$ cat src/verilog/tcc_pkg.sv
package tcc_pkg;
  localparam int NCH = 6;
  localparam int CW = 16;
  // register map: one word per register, 3 words per channel, stride 0x10
  localparam logic [11:0] CH_STRIDE = 12'h010;
  localparam logic [3:0] OFS_CTRL = 4'h0;
  localparam logic [3:0] OFS_VHI = 4'h4;
  localparam logic [3:0] OFS_VLO = 4'h8;
  localparam logic [11:0] OFS_COUNTER = 12'h060;
  // control bit positions
  localparam int B_FLAG = 7;
  localparam int B_IE = 6;
  localparam int B_MSB = 5;
  localparam int B_MSA = 4;
  localparam int B_ELSH = 3;
  localparam int B_ELSL = 2;
  localparam int B_TOV = 1;
  localparam int B_MAX = 0;
  localparam logic [1:0] ELS_OFF = 2'h0;
  localparam logic [1:0] ELS_RISE = 2'h1;
  localparam logic [1:0] ELS_FALL = 2'h2;
  localparam logic [1:0] ELS_BOTH = 2'h3;
  localparam logic [7:0] CTRL_RST = 8'h00;
  localparam logic [CW-1:0] CNT_MAX = 16'hffff;

  typedef struct packed {
    logic flag;
    logic ie;
    logic msb;
    logic msa;
    logic [1:0] els;
    logic tov;
    logic max;
  } tcc_ctrl_s;

  // per-channel timing inputs from the shared counter
  typedef struct packed {
    logic [CW-1:0] count;
    logic wrap;
  } tcc_tick_s;
endpackage : tcc_pkg

$ cat src/verilog/tcc_timer.sv
// Operation
// capture mode: flag set on selected active pin edge
// compare mode: flag set when counter equals channel value
// flag clear: read control with flag set, then write zero
// event between read and zero write keeps flag set
// writing one to flag does nothing
// irq forwarded only while enable set; reset clears enable
// buffered bit on 0,2,4 only; disables next odd channel
// edge field nonzero, unbuffered: mode A 0 capture, 1 compare
// edge field 00: port control, mode A 1 presets low, 0 high
// capture edges: 01 rising, 10 falling, 11 both
// compare action: 01 toggle, 10 low, 11 high
// edge 00 releases pin; drive only in an active mode
// toggle on wrap for compare channels, ignored in capture
// wrap action beats compare action when coincident
// full duty forces 100%, effective from next period
// value regs hold capture or compare value, reset undefined
// capture: high byte read blocks captures until low read
// compare: high byte write blocks matches until low write
// software halts and clears counter before mode changes
// pin held stable two clocks before capture enabled
// reset clears all channel control bits
// buffered: even/odd values alternate as compare each period
//
// Decided for this implementation: the APB register port and the address map.
module tcc_timer (
  // clock and reset
  input wire logic MCLK,
  input wire logic RST_N,
  // apb slave
  input wire logic PSEL,
  input wire logic PENABLE,
  input wire logic PWRITE,
  input wire logic [11:0] PADDR,
  input wire logic [31:0] PWDATA,
  output logic [31:0] PRDATA,
  output logic PREADY,
  output logic PSLVERR,
  // shared module counter
  input wire logic [15:0] COUNT,
  input wire logic COUNT_WRAP,
  // channel pins
  input wire logic [5:0] CHANNEL_PIN_IN,
  output logic [5:0] CHANNEL_PIN_OUT,
  output logic [5:0] CHANNEL_PIN_OE,
  // interrupt requests
  output logic [5:0] CHANNEL_IRQ
);
  localparam int N = tcc_pkg::NCH;
  localparam int W = tcc_pkg::CW;

  tcc_pkg::tcc_ctrl_s ctrl [N];
  tcc_pkg::tcc_ctrl_s next_ctrl [N];
  logic [W-1:0] value [N];
  logic [W-1:0] next_value [N];
  logic [7:0] hold_lo [N];
  logic [7:0] next_hold_lo [N];
  logic [N-1:0] out_lvl, next_out_lvl;
  logic [N-1:0] armed, next_armed;
  logic [N-1:0] cap_lock, next_cap_lock;
  logic [N-1:0] cmp_lock, next_cmp_lock;
  logic [N-1:0] max_eff, next_max_eff;
  logic [N-1:0] odd_act, next_odd_act;
  logic [31:0] rdata, next_rdata;
  logic [N-1:0] rise, fall;
  tcc_pkg::tcc_tick_s tick;

  logic acc, wr, rd;
  logic [2:0] ch_idx;
  logic [3:0] reg_ofs;
  logic hit_ch, hit_cnt;

  assign tick.count = COUNT;
  assign tick.wrap = COUNT_WRAP;

  assign acc = PSEL & PENABLE;
  assign wr = acc & PWRITE;
  // reads are served in setup so that the data stands in the access phase
  assign rd = PSEL & ~PENABLE & ~PWRITE;
  assign ch_idx = PADDR[6:4];
  assign reg_ofs = PADDR[3:0];
  assign hit_ch = (PADDR[11:7] == 5'h00) && (ch_idx < 3'(N)) &&
                  (reg_ofs == tcc_pkg::OFS_CTRL ||
                   reg_ofs == tcc_pkg::OFS_VHI ||
                   reg_ofs == tcc_pkg::OFS_VLO);
  assign hit_cnt = (PADDR == tcc_pkg::OFS_COUNTER);

  // zero wait states; unmapped access answers with an error
  assign PREADY = 1'b1;
  assign PSLVERR = acc & ~(hit_ch | hit_cnt);
  assign PRDATA = rdata;

  genvar g;
  generate
    for (g = 0; g < N; g++) begin : g_edge
      tcc_edge u_edge (
        .MCLK(MCLK),
        .RST_N(RST_N),
        .pin(CHANNEL_PIN_IN[g]),
        .rise(rise[g]),
        .fall(fall[g]),
        .level()
      );
    end
  endgenerate

  // per-channel mode decode
  logic [N-1:0] disabled, buffered, capture, compare, active;
  logic [N-1:0] flag_read;
  always_comb begin
    for (int i = 0; i < N; i++) begin
      // odd channel shut off by its even partner
      disabled[i] = (i % 2 == 1) && ctrl[i-(i%2)].msb;
      buffered[i] = (i % 2 == 0) && ctrl[i].msb;
      active[i] = !disabled[i] && ctrl[i].els != tcc_pkg::ELS_OFF;
      capture[i] = active[i] && !buffered[i] && !ctrl[i].msa;
      compare[i] = active[i] && (buffered[i] || ctrl[i].msa);
    end
  end

  // flag-read arm remembers the first half of the clear sequence
  logic [N-1:0] event_now;
  logic [N-1:0] match_now;
  logic [W-1:0] cmp_val [N];
  always_comb begin
    for (int i = 0; i < N; i++) begin
      flag_read[i] = rd && hit_ch && ch_idx == 3'(i) &&
                     reg_ofs == tcc_pkg::OFS_CTRL && ctrl[i].flag;
      // buffered pairs alternate the active compare source
      if (buffered[i] && odd_act[i])
        cmp_val[i] = value[(i + 1) % N];
      else
        cmp_val[i] = value[i];
      match_now[i] = compare[i] && !cmp_lock[i] &&
                     tick.count == cmp_val[i];
      event_now[i] = match_now[i] ||
                     (capture[i] && !cap_lock[i] &&
                      ((ctrl[i].els[0] && rise[i]) ||
                       (ctrl[i].els[1] && fall[i])));
    end
  end

  always_comb begin
    for (int i = 0; i < N; i++) begin
      next_ctrl[i] = ctrl[i];
      next_value[i] = value[i];
      next_hold_lo[i] = hold_lo[i];
    end
    next_out_lvl = out_lvl;
    next_armed = armed;
    next_cap_lock = cap_lock;
    next_cmp_lock = cmp_lock;
    next_max_eff = max_eff;
    next_odd_act = odd_act;
    next_rdata = 32'h0000_0000;

    for (int i = 0; i < N; i++) begin
      if (flag_read[i])
        next_armed[i] = 1'b1;
      // software access
      if ((rd || wr) && hit_ch && ch_idx == 3'(i)) begin
        unique case (reg_ofs)
          tcc_pkg::OFS_CTRL: begin
            if (rd) begin
              next_rdata = {24'h000000, ctrl[i]};
              if (disabled[i])
                next_rdata = 32'h0000_0000;
            end else if (!disabled[i]) begin
              next_ctrl[i].ie = PWDATA[tcc_pkg::B_IE];
              next_ctrl[i].msb = (i % 2 == 0) &&
                                 PWDATA[tcc_pkg::B_MSB];
              next_ctrl[i].msa = PWDATA[tcc_pkg::B_MSA];
              next_ctrl[i].els = PWDATA[tcc_pkg::B_ELSH:tcc_pkg::B_ELSL];
              next_ctrl[i].tov = PWDATA[tcc_pkg::B_TOV];
              next_ctrl[i].max = PWDATA[tcc_pkg::B_MAX];
              // zero write after arming clears; one write ignored
              if (!PWDATA[tcc_pkg::B_FLAG] && armed[i])
                next_ctrl[i].flag = 1'b0;
              next_armed[i] = 1'b0;
              // preset level while the pin is released
              if (PWDATA[tcc_pkg::B_ELSH:tcc_pkg::B_ELSL] ==
                  tcc_pkg::ELS_OFF)
                next_out_lvl[i] = ~PWDATA[tcc_pkg::B_MSA];
            end
          end
          tcc_pkg::OFS_VHI: begin
            if (rd) begin
              next_rdata = {24'h000000, value[i][15:8]};
              if (capture[i]) begin
                next_cap_lock[i] = 1'b1;
                next_hold_lo[i] = value[i][7:0];
              end
            end else begin
              next_value[i][15:8] = PWDATA[7:0];
              next_cmp_lock[i] = 1'b1;
            end
          end
          tcc_pkg::OFS_VLO: begin
            if (rd) begin
              next_rdata = {24'h000000, value[i][7:0]};
              next_cap_lock[i] = 1'b0;
            end else begin
              next_value[i][7:0] = PWDATA[7:0];
              next_cmp_lock[i] = 1'b0;
            end
          end
          default: ;
        endcase
      end

      // capture latches the counter
      if (capture[i] && !cap_lock[i] && event_now[i])
        next_value[i] = tick.count;

      // set wins over a simultaneous clear
      if (event_now[i]) begin
        next_ctrl[i].flag = 1'b1;
        next_armed[i] = 1'b0;
      end

      // output action; wrap takes precedence
      if (compare[i]) begin
        if (tick.wrap && ctrl[i].tov) begin
          next_out_lvl[i] = ~out_lvl[i];
          next_max_eff[i] = ctrl[i].max;
          if (ctrl[i].max)
            next_out_lvl[i] = 1'b1;
        end else if (match_now[i] && !(max_eff[i] && ctrl[i].tov)) begin
          unique case (ctrl[i].els)
            tcc_pkg::ELS_RISE: next_out_lvl[i] = ~out_lvl[i];
            tcc_pkg::ELS_FALL: next_out_lvl[i] = 1'b0;
            tcc_pkg::ELS_BOTH: next_out_lvl[i] = 1'b1;
            default: ;
          endcase
        end
      end
      // every wrap opens a period, whatever the output does then
      if (compare[i] && buffered[i] && tick.wrap)
        next_odd_act[i] = ~odd_act[i];
      if (!buffered[i])
        next_odd_act[i] = 1'b0;
    end

    // counter readback for software convenience
    if (rd && hit_cnt)
      next_rdata = {16'h0000, tick.count};
    // hold_lo keeps the low byte coherent with the earlier high read
    if (rd && hit_ch && reg_ofs == tcc_pkg::OFS_VLO &&
        cap_lock[ch_idx])
      next_rdata = {24'h000000, hold_lo[ch_idx]};
  end

  always_ff @(posedge MCLK or negedge RST_N) begin
    if (!RST_N) begin
      for (int i = 0; i < N; i++)
        ctrl[i] <= tcc_pkg::CTRL_RST;
      out_lvl <= '1;
      armed <= '0;
      cap_lock <= '0;
      cmp_lock <= '0;
      max_eff <= '0;
      odd_act <= '0;
      rdata <= 32'h0000_0000;
    end else begin
      for (int i = 0; i < N; i++)
        ctrl[i] <= next_ctrl[i];
      out_lvl <= next_out_lvl;
      armed <= next_armed;
      cap_lock <= next_cap_lock;
      cmp_lock <= next_cmp_lock;
      max_eff <= next_max_eff;
      odd_act <= next_odd_act;
      rdata <= next_rdata;
    end
  end

  // value registers carry no reset
  always_ff @(posedge MCLK) begin
    for (int i = 0; i < N; i++) begin
      value[i] <= next_value[i];
      hold_lo[i] <= next_hold_lo[i];
    end
  end

  always_comb begin
    for (int i = 0; i < N; i++) begin
      CHANNEL_IRQ[i] = ctrl[i].flag && ctrl[i].ie && !disabled[i];
      CHANNEL_PIN_OE[i] = compare[i];
      CHANNEL_PIN_OUT[i] = out_lvl[i] && compare[i];
    end
  end
endmodule : tcc_timer

$ cat src/verilog/tcc_edge.sv
// two-stage synchroniser plus edge detect for one capture pin
module tcc_edge (
  // clock and reset
  input wire logic MCLK,
  input wire logic RST_N,
  // pin
  input wire logic pin,
  // edges and synchronised level
  output logic rise,
  output logic fall,
  output logic level
);
  logic s1, s2, s3;
  logic next_s1, next_s2, next_s3;

  always_comb begin
    next_s1 = pin;
    next_s2 = s1;
    next_s3 = s2;
  end

  always_ff @(posedge MCLK or negedge RST_N) begin
    if (!RST_N) begin
      s1 <= 1'b0;
      s2 <= 1'b0;
      s3 <= 1'b0;
    end else begin
      s1 <= next_s1;
      s2 <= next_s2;
      s3 <= next_s3;
    end
  end

  // s1 is only read by s2
  assign rise = s2 & ~s3;
  assign fall = ~s2 & s3;
  assign level = s2;
endmodule : tcc_edge

$ cat config.mk
export PLATFORM = sky130hd
export DESIGN_NAME = tcc_timer
export DESIGN_NICKNAME = d
export VERILOG_FILES = /design/src/verilog/tcc_pkg.sv /design/src/verilog/tcc_timer.sv /design/src/verilog/tcc_edge.sv
export SDC_FILE = /design/constraint.sdc
export NUM_CORES = 1
export LEC_CHECK = 0
export ABC_AREA = 1
export BUFFER_PORTS_ARGS = -buffer_cell sky130_fd_sc_hd__buf_2
export CAP_MARGIN = 10
export CORE_ASPECT_RATIO = 1.75
export CORE_UTILIZATION = 30
export DETAILED_ROUTE_END_ITERATION = 8
export GPL_ROUTABILITY_DRIVEN = 0
export SLEW_MARGIN = 15
export SYNTH_ARGS = -nofsm -noshare
export SYNTH_HDL_FRONTEND = slang
export SYNTH_SLANG_ARGS = --single-unit
$ cat constraint.sdc
create_clock -name MCLK -period 2.7 [get_ports MCLK]
set_input_delay 0.27 -clock MCLK [delete_from_list [all_inputs] [get_ports MCLK]]
set_output_delay 0.27 -clock MCLK [all_outputs]
set_load 0.01 [all_outputs]
# Word level (Yosys, flattened, before mapping)
# Memory sizes are Yosys's and may differ from the RTL's.
# Index checks and enable logic that the tools add are counted.
# word_totals
n_memories	2
register_bits	128
inputBits	72
out_inout_bits	52
word_cells	731
ram_bits	144
# memory_table
name	depth	width	read_ports	rd_ports_with_merged_regs	wr	line_no	rtl
value	6	16	6	0	6	tcc_timer.sv:54	logic [W-1:0] value [N];
hold_lo	6	8	1	0	1	tcc_timer.sv:56	logic [7:0] hold_lo [N];
# op_classes
n_mux	266
bitwise_logic	47
n_lt_le_gt_ge	2
n_eq_ne	78
n_reduce_logical	255
# op_table
op	count
2-to-1 mux 32 bit	23
2-to-1 mux 8 bit	80
one-hot mux 32 bit (3 select lines)	6
2-to-1 mux 16 bit	15
logical AND 1 bit	139
2-to-1 mux 1 bit	123
== test 16 bit	6
AND reduction 4 bit	18
nonzero test 2 bit	25
AND reduction 5 bit	9
OR reduction 8 bit	5
inequality test 2 bit, second input constant	16
NOT 1 bit	29
zero test 1 bit	28
== test 2 bit, second input constant	12
inequality test 2 x 1 -> 1 bit, second input constant	12
inequality test 4 bit, second input constant	6
logical OR 1 bit	18
inequality test 3 bit, second input constant	6
one-hot mux 1 bit (3 select lines)	6
AND 1 bit	17
2-to-1 mux 3 bit	5
one-hot mux 1 bit (2 select lines)	7
== test 12 x 7 -> 1 bit, second input constant	1
other kinds (17)	36

# Depth between registers and ports, before layout
# Gate-level depths: netlist of the first run.
# depth
ltp_word	24
depth_mapped	18
depth_no_buf	17

# Hierarchy
# A second synthesis of the first run with hierarchy kept.
# hier_totals
cells_unflattened	2008
area_unflattened_um2	15127.0
# modules_own_cells
mod	area_each_um2	n_inst	cells_per_inst	seq_area_each_um2
tcc_timer	14586.5	1	1966	6683.9
tcc_edge	90.1	6	7	75.1

# Least setup slack after synthesis of the first run
# Ideal clock, no wire load.
# synth_timing
path_type	in2reg
startpoint	in PENABLE
endpoint	mem hold_lo[2][0], enable pin
path_stages	6
required_ps	2302
n_path_buf	1
setup_ps	398
arrival_ps	1894
slack_ps	408
cell_sequence	inv_1 nand2_1 nor2_4 buf_6 nand2_1 nor4b_1
# synth_between
elab_chain_cells	14
word_cells_on_any_way	58
classes_between	eq/ne: 24; mux: 10; bitwise: 5; reduce/logical: 19
# synth_lines
element	line_no	rtl
from (decl)	tcc_timer.sv:32	input wire logic PENABLE,
NOT 1 bit	tcc_timer.sv:79	assign rd = PSEL & ~PENABLE & ~PWRITE;
AND 1 bit (2 in series)	tcc_timer.sv:79	
logical OR 1 bit	tcc_timer.sv:161	if ((rd || wr) && hit_ch && ch_idx == 3'(i)) begin
logical AND 1 bit (2 in series)	tcc_timer.sv:161	
inequality test 4 bit (no source line), or another cell as far along	--	
AND reduction 4 bit (no source line)	--	
OR reduction 8 bit (no source line)	--	
2-to-1 mux 3 bit (no source line) or 2-to-1 mux 1 bit (tied branches) (5 in series)	--	
to (decl)	tcc_timer.sv:56	
# Several ways; a longest one is shown, not always the timed one.

# Worst setup path after layout of the first run
# layout_timing
startpoint	reg ctrl (netlist bit buffered[4])
endpoint	reg out_lvl[5]
# layout_between
elab_chain_cells	9
word_cells_on_any_way	14
classes_between	mux: 8; reduce/logical: 6
# layout_lines
element	line_no	rtl
from (decl)	tcc_timer.sv:52	tcc_pkg::tcc_ctrl_s ctrl [N];
from (signal, indexed assignment)	tcc_timer.sv:256	ctrl[i] <= tcc_pkg::CTRL_RST;
from (signal, indexed assignment)	tcc_timer.sv:266	ctrl[i] <= next_ctrl[i];
branches (longest 8 deep; another with one-hot mux 1 bit (3 select lines))	--	
2-to-1 mux 1 bit *	tcc_timer.sv:222	if (compare[i]) begin
net next_out_lvl[5]	tcc_timer.sv:58	logic [N-1:0] out_lvl, next_out_lvl;
to (signal assigned)	tcc_timer.sv:267	out_lvl <= next_out_lvl;
to (decl)	tcc_timer.sv:58	
# Mark *: on every way through the listed nets, which the timed path passes.
# A chain may end at the register's enable or synchronous reset.

==> results of run 1 <==
==> per-layer routing <==
layer  global-route usage [%]  routed length (um)  vias to the layer above
met2                    45.69               32910                     1027
li1                         -                   -                     6639
met5                        0                   0                        -
met3                    5.655                6425                      366
met4                    24.71                7420                        0
met1                    28.34               21670                     6929
==> cell usage after synthesis, types with 14 or more instances <==
master | instances | share of area, %
clkbuf_1 | 56 | 1.4
nand3_1 | 96 | 3.2
buf_4 | 23 | 1.2
nand4_1 | 51 | 2.1
nor2_1 | 208 | 5.2
nand2_1 | 503 | 13
o21ai_1 | 15 | 0.50
edfxtp_1 | 144 | 29
dfrtp_1 | 106 | 18
nor3_1 | 21 | 0.70
inv_1 | 153 | 3.8
buf_2 | 26 | 0.87
a21oi_1 | 40 | 1.3
o21ai_0 | 281 | 9.4
xor2_1 | 31 | 1.8
xnor2_1 | 17 | 1.0
o22ai_1 | 14 | 0.59
==> report_power, final <==
part | internal, uW | switching (uW)
clock network | 2020 | 1670
registers | 4130 | 8.11
logic | 189 | 581
==> worst paths after layout <==
path                                           from                     end  depth (start not counted)
max reg2reg                             buffered[4]              out_lvl[5]                         11
min reg2reg                g_edge[0].u_edge.next_s2  g_edge[0].u_edge.level                          0
min in group MCLK                        COUNT_WRAP              odd_act[0]                          3
min                                           RST_N               PRDATA[8]                          2
max in group asynchronous                     RST_N               PRDATA[3]                          3
max                                     buffered[4]              out_lvl[5]                         11
==> flip-flops by register name, indices dropped and copies added (netlist names), 16 cells and up <==
register and flops:
hold_lo 48, value 96, PRDATA 16, ctrl 42
==> critical path, delay by kind of cell (launching register included) <==
family,cells,cell delay (ps)
AND/OR/NAND/NOR,10,1570
flip-flops,1,440
buffers and inverters,1,340
==> kinds of logic (layout without fill, tap and decap cells) <==
| kind of cell | Yosys count | in the layout | share of synthesized area (%) |
|---|---|---|---|
| simple gates | 942 | 942 | 27.10 |
| compound gates | 398 | 398 | 14.34 |
| mux | 1 | 1 | 0.07533 |
| xor+xnor | 48 | 48 | 2.813 |
| buf+inv | 276 | 385 | 7.894 |
| other cells | 2 | 21 | 0.05024 |
| flops | 256 | 256 | 47.73 |
==> layout make-up <==
| class | count | area, um^2 | share of cell area (%) |
|---|---|---|---|
| Sequential cell | 256 | 7134 | 41.25 |
| Tap cell | 654 | 818.3 | 4.732 |
| Clock buffer | 27 | 643.1 | 3.719 |
| Clock inverter | 17 | 185.2 | 1.071 |
| Multi-Input combinational cell | 1406 | 6704 | 38.76 |
| Antenna cell | 4 | 10.01 | 0.05788 |
| Timing Repair Buffer | 174 | 1171 | 6.772 |
| Inverter | 167 | 628.1 | 3.632 |
==> cells in the final DEF (no fill, tap or decap), types with 4 or more instances in the layout <==
master	n
nand2_1	503
o21ai_0	281
nor2_1	207
inv_1	153
edfxtp_1	144
dfrtp_1	106
nand3_1	96
buf_4	82
buf_2	81
nand4_1	51
a21oi_1	40
xor2_1	31
clkbuf_16	25
nor3_1	21
xnor2_1	17
conb_1	17
o21ai_1	15
o22ai_1	14
nand2_2	12
nor2_2	12
o211ai_1	12
a31oi_1	12
inv_2	11
nand3b_1	8
or2_2	8
dlygate4sd3_1	7
a41oi_1	6
dfstp_2	6
nor2_4	5
o2111ai_1	5
nor3b_1	5
nor4_1	5
diode_2	4
buf_12	4
==> metrics by stage <==
step / util (%) / hold slack, ps / setup WS [ps] / cells
after floorplan: - / -25.59 / 408.5 / 1938
after global placement: 33.53 / 228.6 / 196.6 / 2650
after detailed placement: 33.53 / 225.6 / 117.0 / 2650
after CTS: 35.37 / 185.3 / 370.3 / 2701
after global routing: 35.37 / 190.5 / 184.7 / 2701
final: 35.39 / 171.0 / 274.9 / 2705
==> flow_metrics.env, run 1 <==
export IMPL_syn_avg_cell_area_um2=7.773
export IMPL_final_nets=2101
export IMPL_power_density_mw_per_mm2=497.7
export IMPL_grt_max_degree=53
export IMPL_fmax_ghz=0.4124
export IMPL_synth_area_mm2=0.01495
export IMPL_rsz0062_at_grt="false"
export IMPL_grt_pass1_vias=14500
export IMPL_rows=107
export IMPL_setup_tns_ps=0
export IMPL_arrival_ps=2940
export IMPL_max_stage_delay_ps=440
export IMPL_critPathKind="reg -> reg"
export IMPL_clock_skew_ps=22.20
export IMPL_final_max_slew_viol_count=0
export IMPL_start_kind="flop"
export IMPL_via_count=14960
export IMPL_die_w_um=170.7
export IMPL_setup_violations=0
export IMPL_dr_pass1_iters=8
export IMPL_path_max_fanout=6
export IMPL_drcViolationCount=0
export IMPL_antenna_found_initial=2
export IMPL_rrSetupSlack_ps=270
export IMPL_cap_violations=0
export IMPL_die_height_um=297.3
export IMPL_yosysWarnings=0
export IMPL_h_tree_depth=1
export IMPL_root_buffer="clkbuf_16"
export IMPL_drt_total_wl_um=68430
export IMPL_fin_crit_ps=2425
export IMPL_coreArea_mm2=0.04887
export IMPL_worst_pin_slew_ps=787.5
export IMPL_hold_viol_final=0
export IMPL_start_util_pct=30.59
export IMPL_synth_main_ff_cell="edfxtp_1"
export IMPL_clock_sinks=256
export IMPL_hold_class="in -> async"
export IMPL_worstPathRequired_ps=3210
export IMPL_ys_seq_elements=256
export IMPL_cts_buffers_inserted=24
export IMPL_grt_pass1_wl_um=98000
export IMPL_syn_instance_count=1923
export IMPL_insertion_delay_ps=570
export IMPL_leakage_uw=0.007489
export IMPL_p_total_uw=8608
export IMPL_vias_per_cell=5.531
export IMPL_cts_buffer_depth=3
export IMPL_seq_area_frac_synth_pct=47.73
export IMPL_synthToLayoutAreaGrowth_pct=15.70
export IMPL_cts_resized=0
export IMPL_die_area_mm2=0.05075
export IMPL_ys_types=51
export IMPL_hpwl_um=51800
export IMPL_drtIter0Drc=1949
export IMPL_critPathSlowestCell="dfrtp_1"
export IMPL_clkTransAtPathRegs_ps=70
export IMPL_drive_gt1_share_pct=13.39
export IMPL_antenna_left=0
export IMPL_worstPathCellList="nor2_1 > nand2_1 > inv_1 > nand3_1 > nor3_1 > nand4_1 > nor2_1 > nor2_1 > nand2_1 > nand2_1 > nand2_1"
export IMPL_overflow=0
export IMPL_cts_setup_buffers=0
export IMPL_cts_tree="done"
export IMPL_dpl_cell_area_mm2=0.01639
export IMPL_port_buffers=82
export IMPL_postLayoutCellArea_mm2=0.01729
export IMPL_ios=124
export IMPL_synth_async_reset_ratio_pct=43.75
export IMPL_finalCritPeriodShare_pct=89.82
export IMPL_max_slew_margin_pct=47.44
export IMPL_vdd_drop_max_v=0.0003571
export IMPL_fillCellCount=5095
export IMPL_cts_hold_buffers=7
export IMPL_track_usage_pct=27.27
export IMPL_crit_path_end_kind="flop"
export IMPL_crit_top_cell="nand2_1"
export IMPL_outcome="complete, no violations"
export IMPL_wl_per_cell_um=25.30
export IMPL_synth_edf_count=144
No activity file was read; power rests on OpenSTA's default activity.
==> run 2, diff against run 1 <==
--- a/config.mk
+++ b/config.mk
@@ -5,7 +5,6 @@
 export SDC_FILE = /design/constraint.sdc
 export NUM_CORES = 1
 export LEC_CHECK = 0
-export ABC_AREA = 1
 export BUFFER_PORTS_ARGS = -buffer_cell sky130_fd_sc_hd__buf_2
 export CAP_MARGIN = 10
 export CORE_ASPECT_RATIO = 1.75
==> run 2 against run 1 <==
Effect of this change: clock skew decreased by 4.0 ps; first-iteration DRC count decreased by 32%; area after synthesis decreased by 2.6%.
==> flow_metrics.env, run 2 <==
export IMPL_max_stage_delay_ps=550
export IMPL_wl_met1_um=20990
export IMPL_vias_per_cell=5.747
export IMPL_rrSetupSlack_ps=100
export IMPL_synth_area_mm2=0.01456
export IMPL_overflow=0
export IMPL_path_max_fanout=10
export IMPL_outcome="complete, no violations"
export IMPL_ff2ff_path_depth=6
export IMPL_setup_ws_ps=104.2
export IMPL_drcViolationCount=0
export IMPL_ys_seq_elements=256
export IMPL_largest_register="value"
export IMPL_antenna_found_initial=6
export IMPL_worstPathCellList="and2_1 > nand4_1 > a2111oi_0 > nand4_1 > or4_1 > o211a_1"
export IMPL_arrival_ps=3080
export IMPL_clkTransAtPathRegs_ps=70
export IMPL_layout_top_registers="value (96), hold_lo (48), ctrl (42)"
export IMPL_antenna_left=0
export IMPL_synth_edf_count=144
export IMPL_root_buffer="clkbuf_16"
export IMPL_critPathTopFamily="simple AND/OR/NAND/NOR gates"
export IMPL_grt_max_degree=47
export IMPL_die_area_mm2=0.04947
export IMPL_h_tree_depth=1
export IMPL_yosysTopAreaCellShare_pct=29.69
export IMPL_synth_top_cells_by_count="166 x nand2_1, 144 x edfxtp_1, 119 x o21ai_0, 106 x dfrtp_1, 90 x mux2_2"
export IMPL_cts_buffers_inserted=25
export IMPL_track_usage_pct=24.65
export IMPL_ios=124
export IMPL_met2WireLength_um=29840
export IMPL_die_height_um=293.5
export IMPL_ys_types=82
export IMPL_port_buffers=82
export IMPL_final_nets=1649
export IMPL_yosysMostFrequentCell="nand2_1"
export IMPL_place_ws_ps=-288.0
export IMPL_worstPathRequired_ps=3190
export IMPL_cts_setup_buffers=0
export IMPL_insertion_delay_ps=560
export IMPL_synth_main_ff_cell="edfxtp_1"
export IMPL_cap_violations=0
export IMPL_coreArea_mm2=0.04788
export IMPL_r2r_end="out_lvl[2]"
export IMPL_hpwl_um=45180
export IMPL_dpl_cell_area_mm2=0.01662
export IMPL_setup_violations=0
export IMPL_fmax_ghz=0.3852
export IMPL_final_cell_mix="166 x nand2_1, 144 x edfxtp_1, 139 x buf_4"
export IMPL_final_max_slew_viol_count=0
export IMPL_via_count=12900
export IMPL_fin_crit_ps=2596
export IMPL_cts_tree="done"
export IMPL_syn_avg_cell_area_um2=10.29
export IMPL_worst_pin_slew_ps=904.7
export IMPL_final_common_cell="nand2_1"
export IMPL_start_util_pct=30.42
export IMPL_crit_top_cell="nand4_1"
export IMPL_finalCritPeriodShare_pct=96.14
export IMPL_power_density_mw_per_mm2=497.5
export IMPL_yosysWarnings=0
export IMPL_crit_buf_inv=0
export IMPL_reg2reg_from="odd_act[2]"
export IMPL_clock_sinks=256
export IMPL_top_layer_used="met5"
export IMPL_max_slew_margin_pct=39.69
export IMPL_syn_instance_count=1416
export IMPL_wl_per_cell_um=27.17
export IMPL_grt_pass1_vias=12810
export IMPL_die_w_um=168.6
export IMPL_synth_area_leaders="edfxtp_1 30%, dfrtp_1 18%, mux2_2 7.0%"
export IMPL_largest_reg_flops=96
export IMPL_rows=106
export IMPL_dr_pass1_iters=5
export IMPL_hp_start="COUNT[9]"
export IMPL_hold_class="in -> reg"
export IMPL_grt_pass1_wl_um=87160
export IMPL_hold_viol_final=0
export IMPL_clock_skew_ps=18.21
export IMPL_drtIter0Drc=1327
export IMPL_postLayoutCellArea_mm2=0.01750
export IMPL_critPathSlowestCell="or4_1"
export IMPL_wl_met3_um=4491
export IMPL_synth_async_reset_ratio_pct=43.75
export IMPL_yosysTopAreaCell="edfxtp_1"
export IMPL_start_kind="flop"
export IMPL_synthToLayoutAreaGrowth_pct=20.16
export IMPL_leakage_uw=0.006840
export IMPL_seq_area_frac_synth_pct=48.99
export IMPL_drt_total_wl_um=60970
export IMPL_cts_buffer_depth=3
export IMPL_crit_path_end_kind="flop"
export IMPL_rsz0062_at_grt="false"
export IMPL_critPathKind="reg -> reg"
export IMPL_holdPathEnd="PRDATA[9]"
export IMPL_vdd_drop_max_v=0.0003718
export IMPL_min_path_cells=2
export IMPL_drive_gt1_share_pct=26.46
## run 2: cell count changes after synthesis, moves of 27 or more
| cell | change |
|---|---|
| nand4_1 | -36 |
| nand2_1 | -337 |
| nand3_1 | -64 |
| nor2_1 | -140 |
| inv_1 | -123 |
| clkbuf_1 | +30 |
| and2_1 | +27 |
| o21ai_0 | -162 |
| xnor2_1 | +27 |
| mux2_2 | +89 |
| a22oi_1 | +27 |
## run 2: per-stage QoR
stage	utilization [%]	total power [uW]	TNS, ps	hold slack [ps]	instances
final	36.55	8707	0	101.7	2244
after global routing	36.55	8934	0	96.74	2243
after CTS	36.54	8733	0	78.01	2243
after detailed placement	34.71	5209	-662.4	306.5	2191
after global placement	34.71	5194	-584.9	297.2	2191
after floorplan	-	4801	-2177	-25.59	1431
## run 2: per-layer routing
metal | track usage (%) | vias to the layer above
li1 | - | 5570
met1 | 26.64 | 6317
met2 | 42.32 | 764
met3 | 3.825 | 239
met4 | 20.51 | 6
met5 | 0 | -
## run 2: cell type report
class	count	area [um^2]
Multi-Input combinational cell	1026	6918
Clock inverter	15	120.1
Sequential cell	256	7134
Inverter	31	116.4
Timing Repair Buffer	237	1719
Tap cell	648	810.8
Clock buffer	30	679.4
Antenna cell	1	2.502
Fill cell	4773	30380
## run 2: worst max path at each step
stage	end	from	cells after the start	slack, ps
3_5_place_dp	PRDATA[4]	PADDR[9]	8	-290
3_3_place_gp	PRDATA[4]	PADDR[9]	8	-260
6_report	out_lvl[2]	odd_act[2]	6	100
2_1_floorplan	value[5][0]	PSEL	8	-90
5_1_grt	out_lvl[2]	odd_act[2]	6	20
4_1_cts	out_lvl[2]	odd_act[2]	6	160
## run 2: kinds of logic (layout without fill, tap and decap cells)
group / Yosys count / count (layout) / share of synthesized area, %
xor gates and xnor gates: 70 / 70 / 4.210
buffers and inverters: 149 / 313 / 4.356
AOI/OAI and AO/OA: 368 / 368 / 16.85
muxes: 118 / 118 / 9.656
DFF: 256 / 256 / 48.99
other: 2 / 18 / 0.05157
and+or+nand+nor: 453 / 453 / 15.89
## run 2: power breakdown
| group | total (uW) | internal (uW) | switching [uW] |
|---|---|---|---|
| combinational | 960 | 335 | 626 |
| sequential | 4210 | 4160 | 44.0 |
| clock | 3540 | 1910 | 1630 |
## run 2: worst register-to-register path: stages (launching register included)
cell and delay (ps):
dfrtp_1 540, and2_1 380, nand4_1 160, a2111oi_0 420
nand4_1 330, or4_1 550, o211a_1 140
## run 2: timing repair
| item | in CTS | in global routing |
|---|---|---|
| endpoints found under the hold margin | 38 | 0 |
| hold buffers | 7 | 0 |
| setup endpoints to repair | 1 | 1 |
| resized for setup | 1 | 1 |
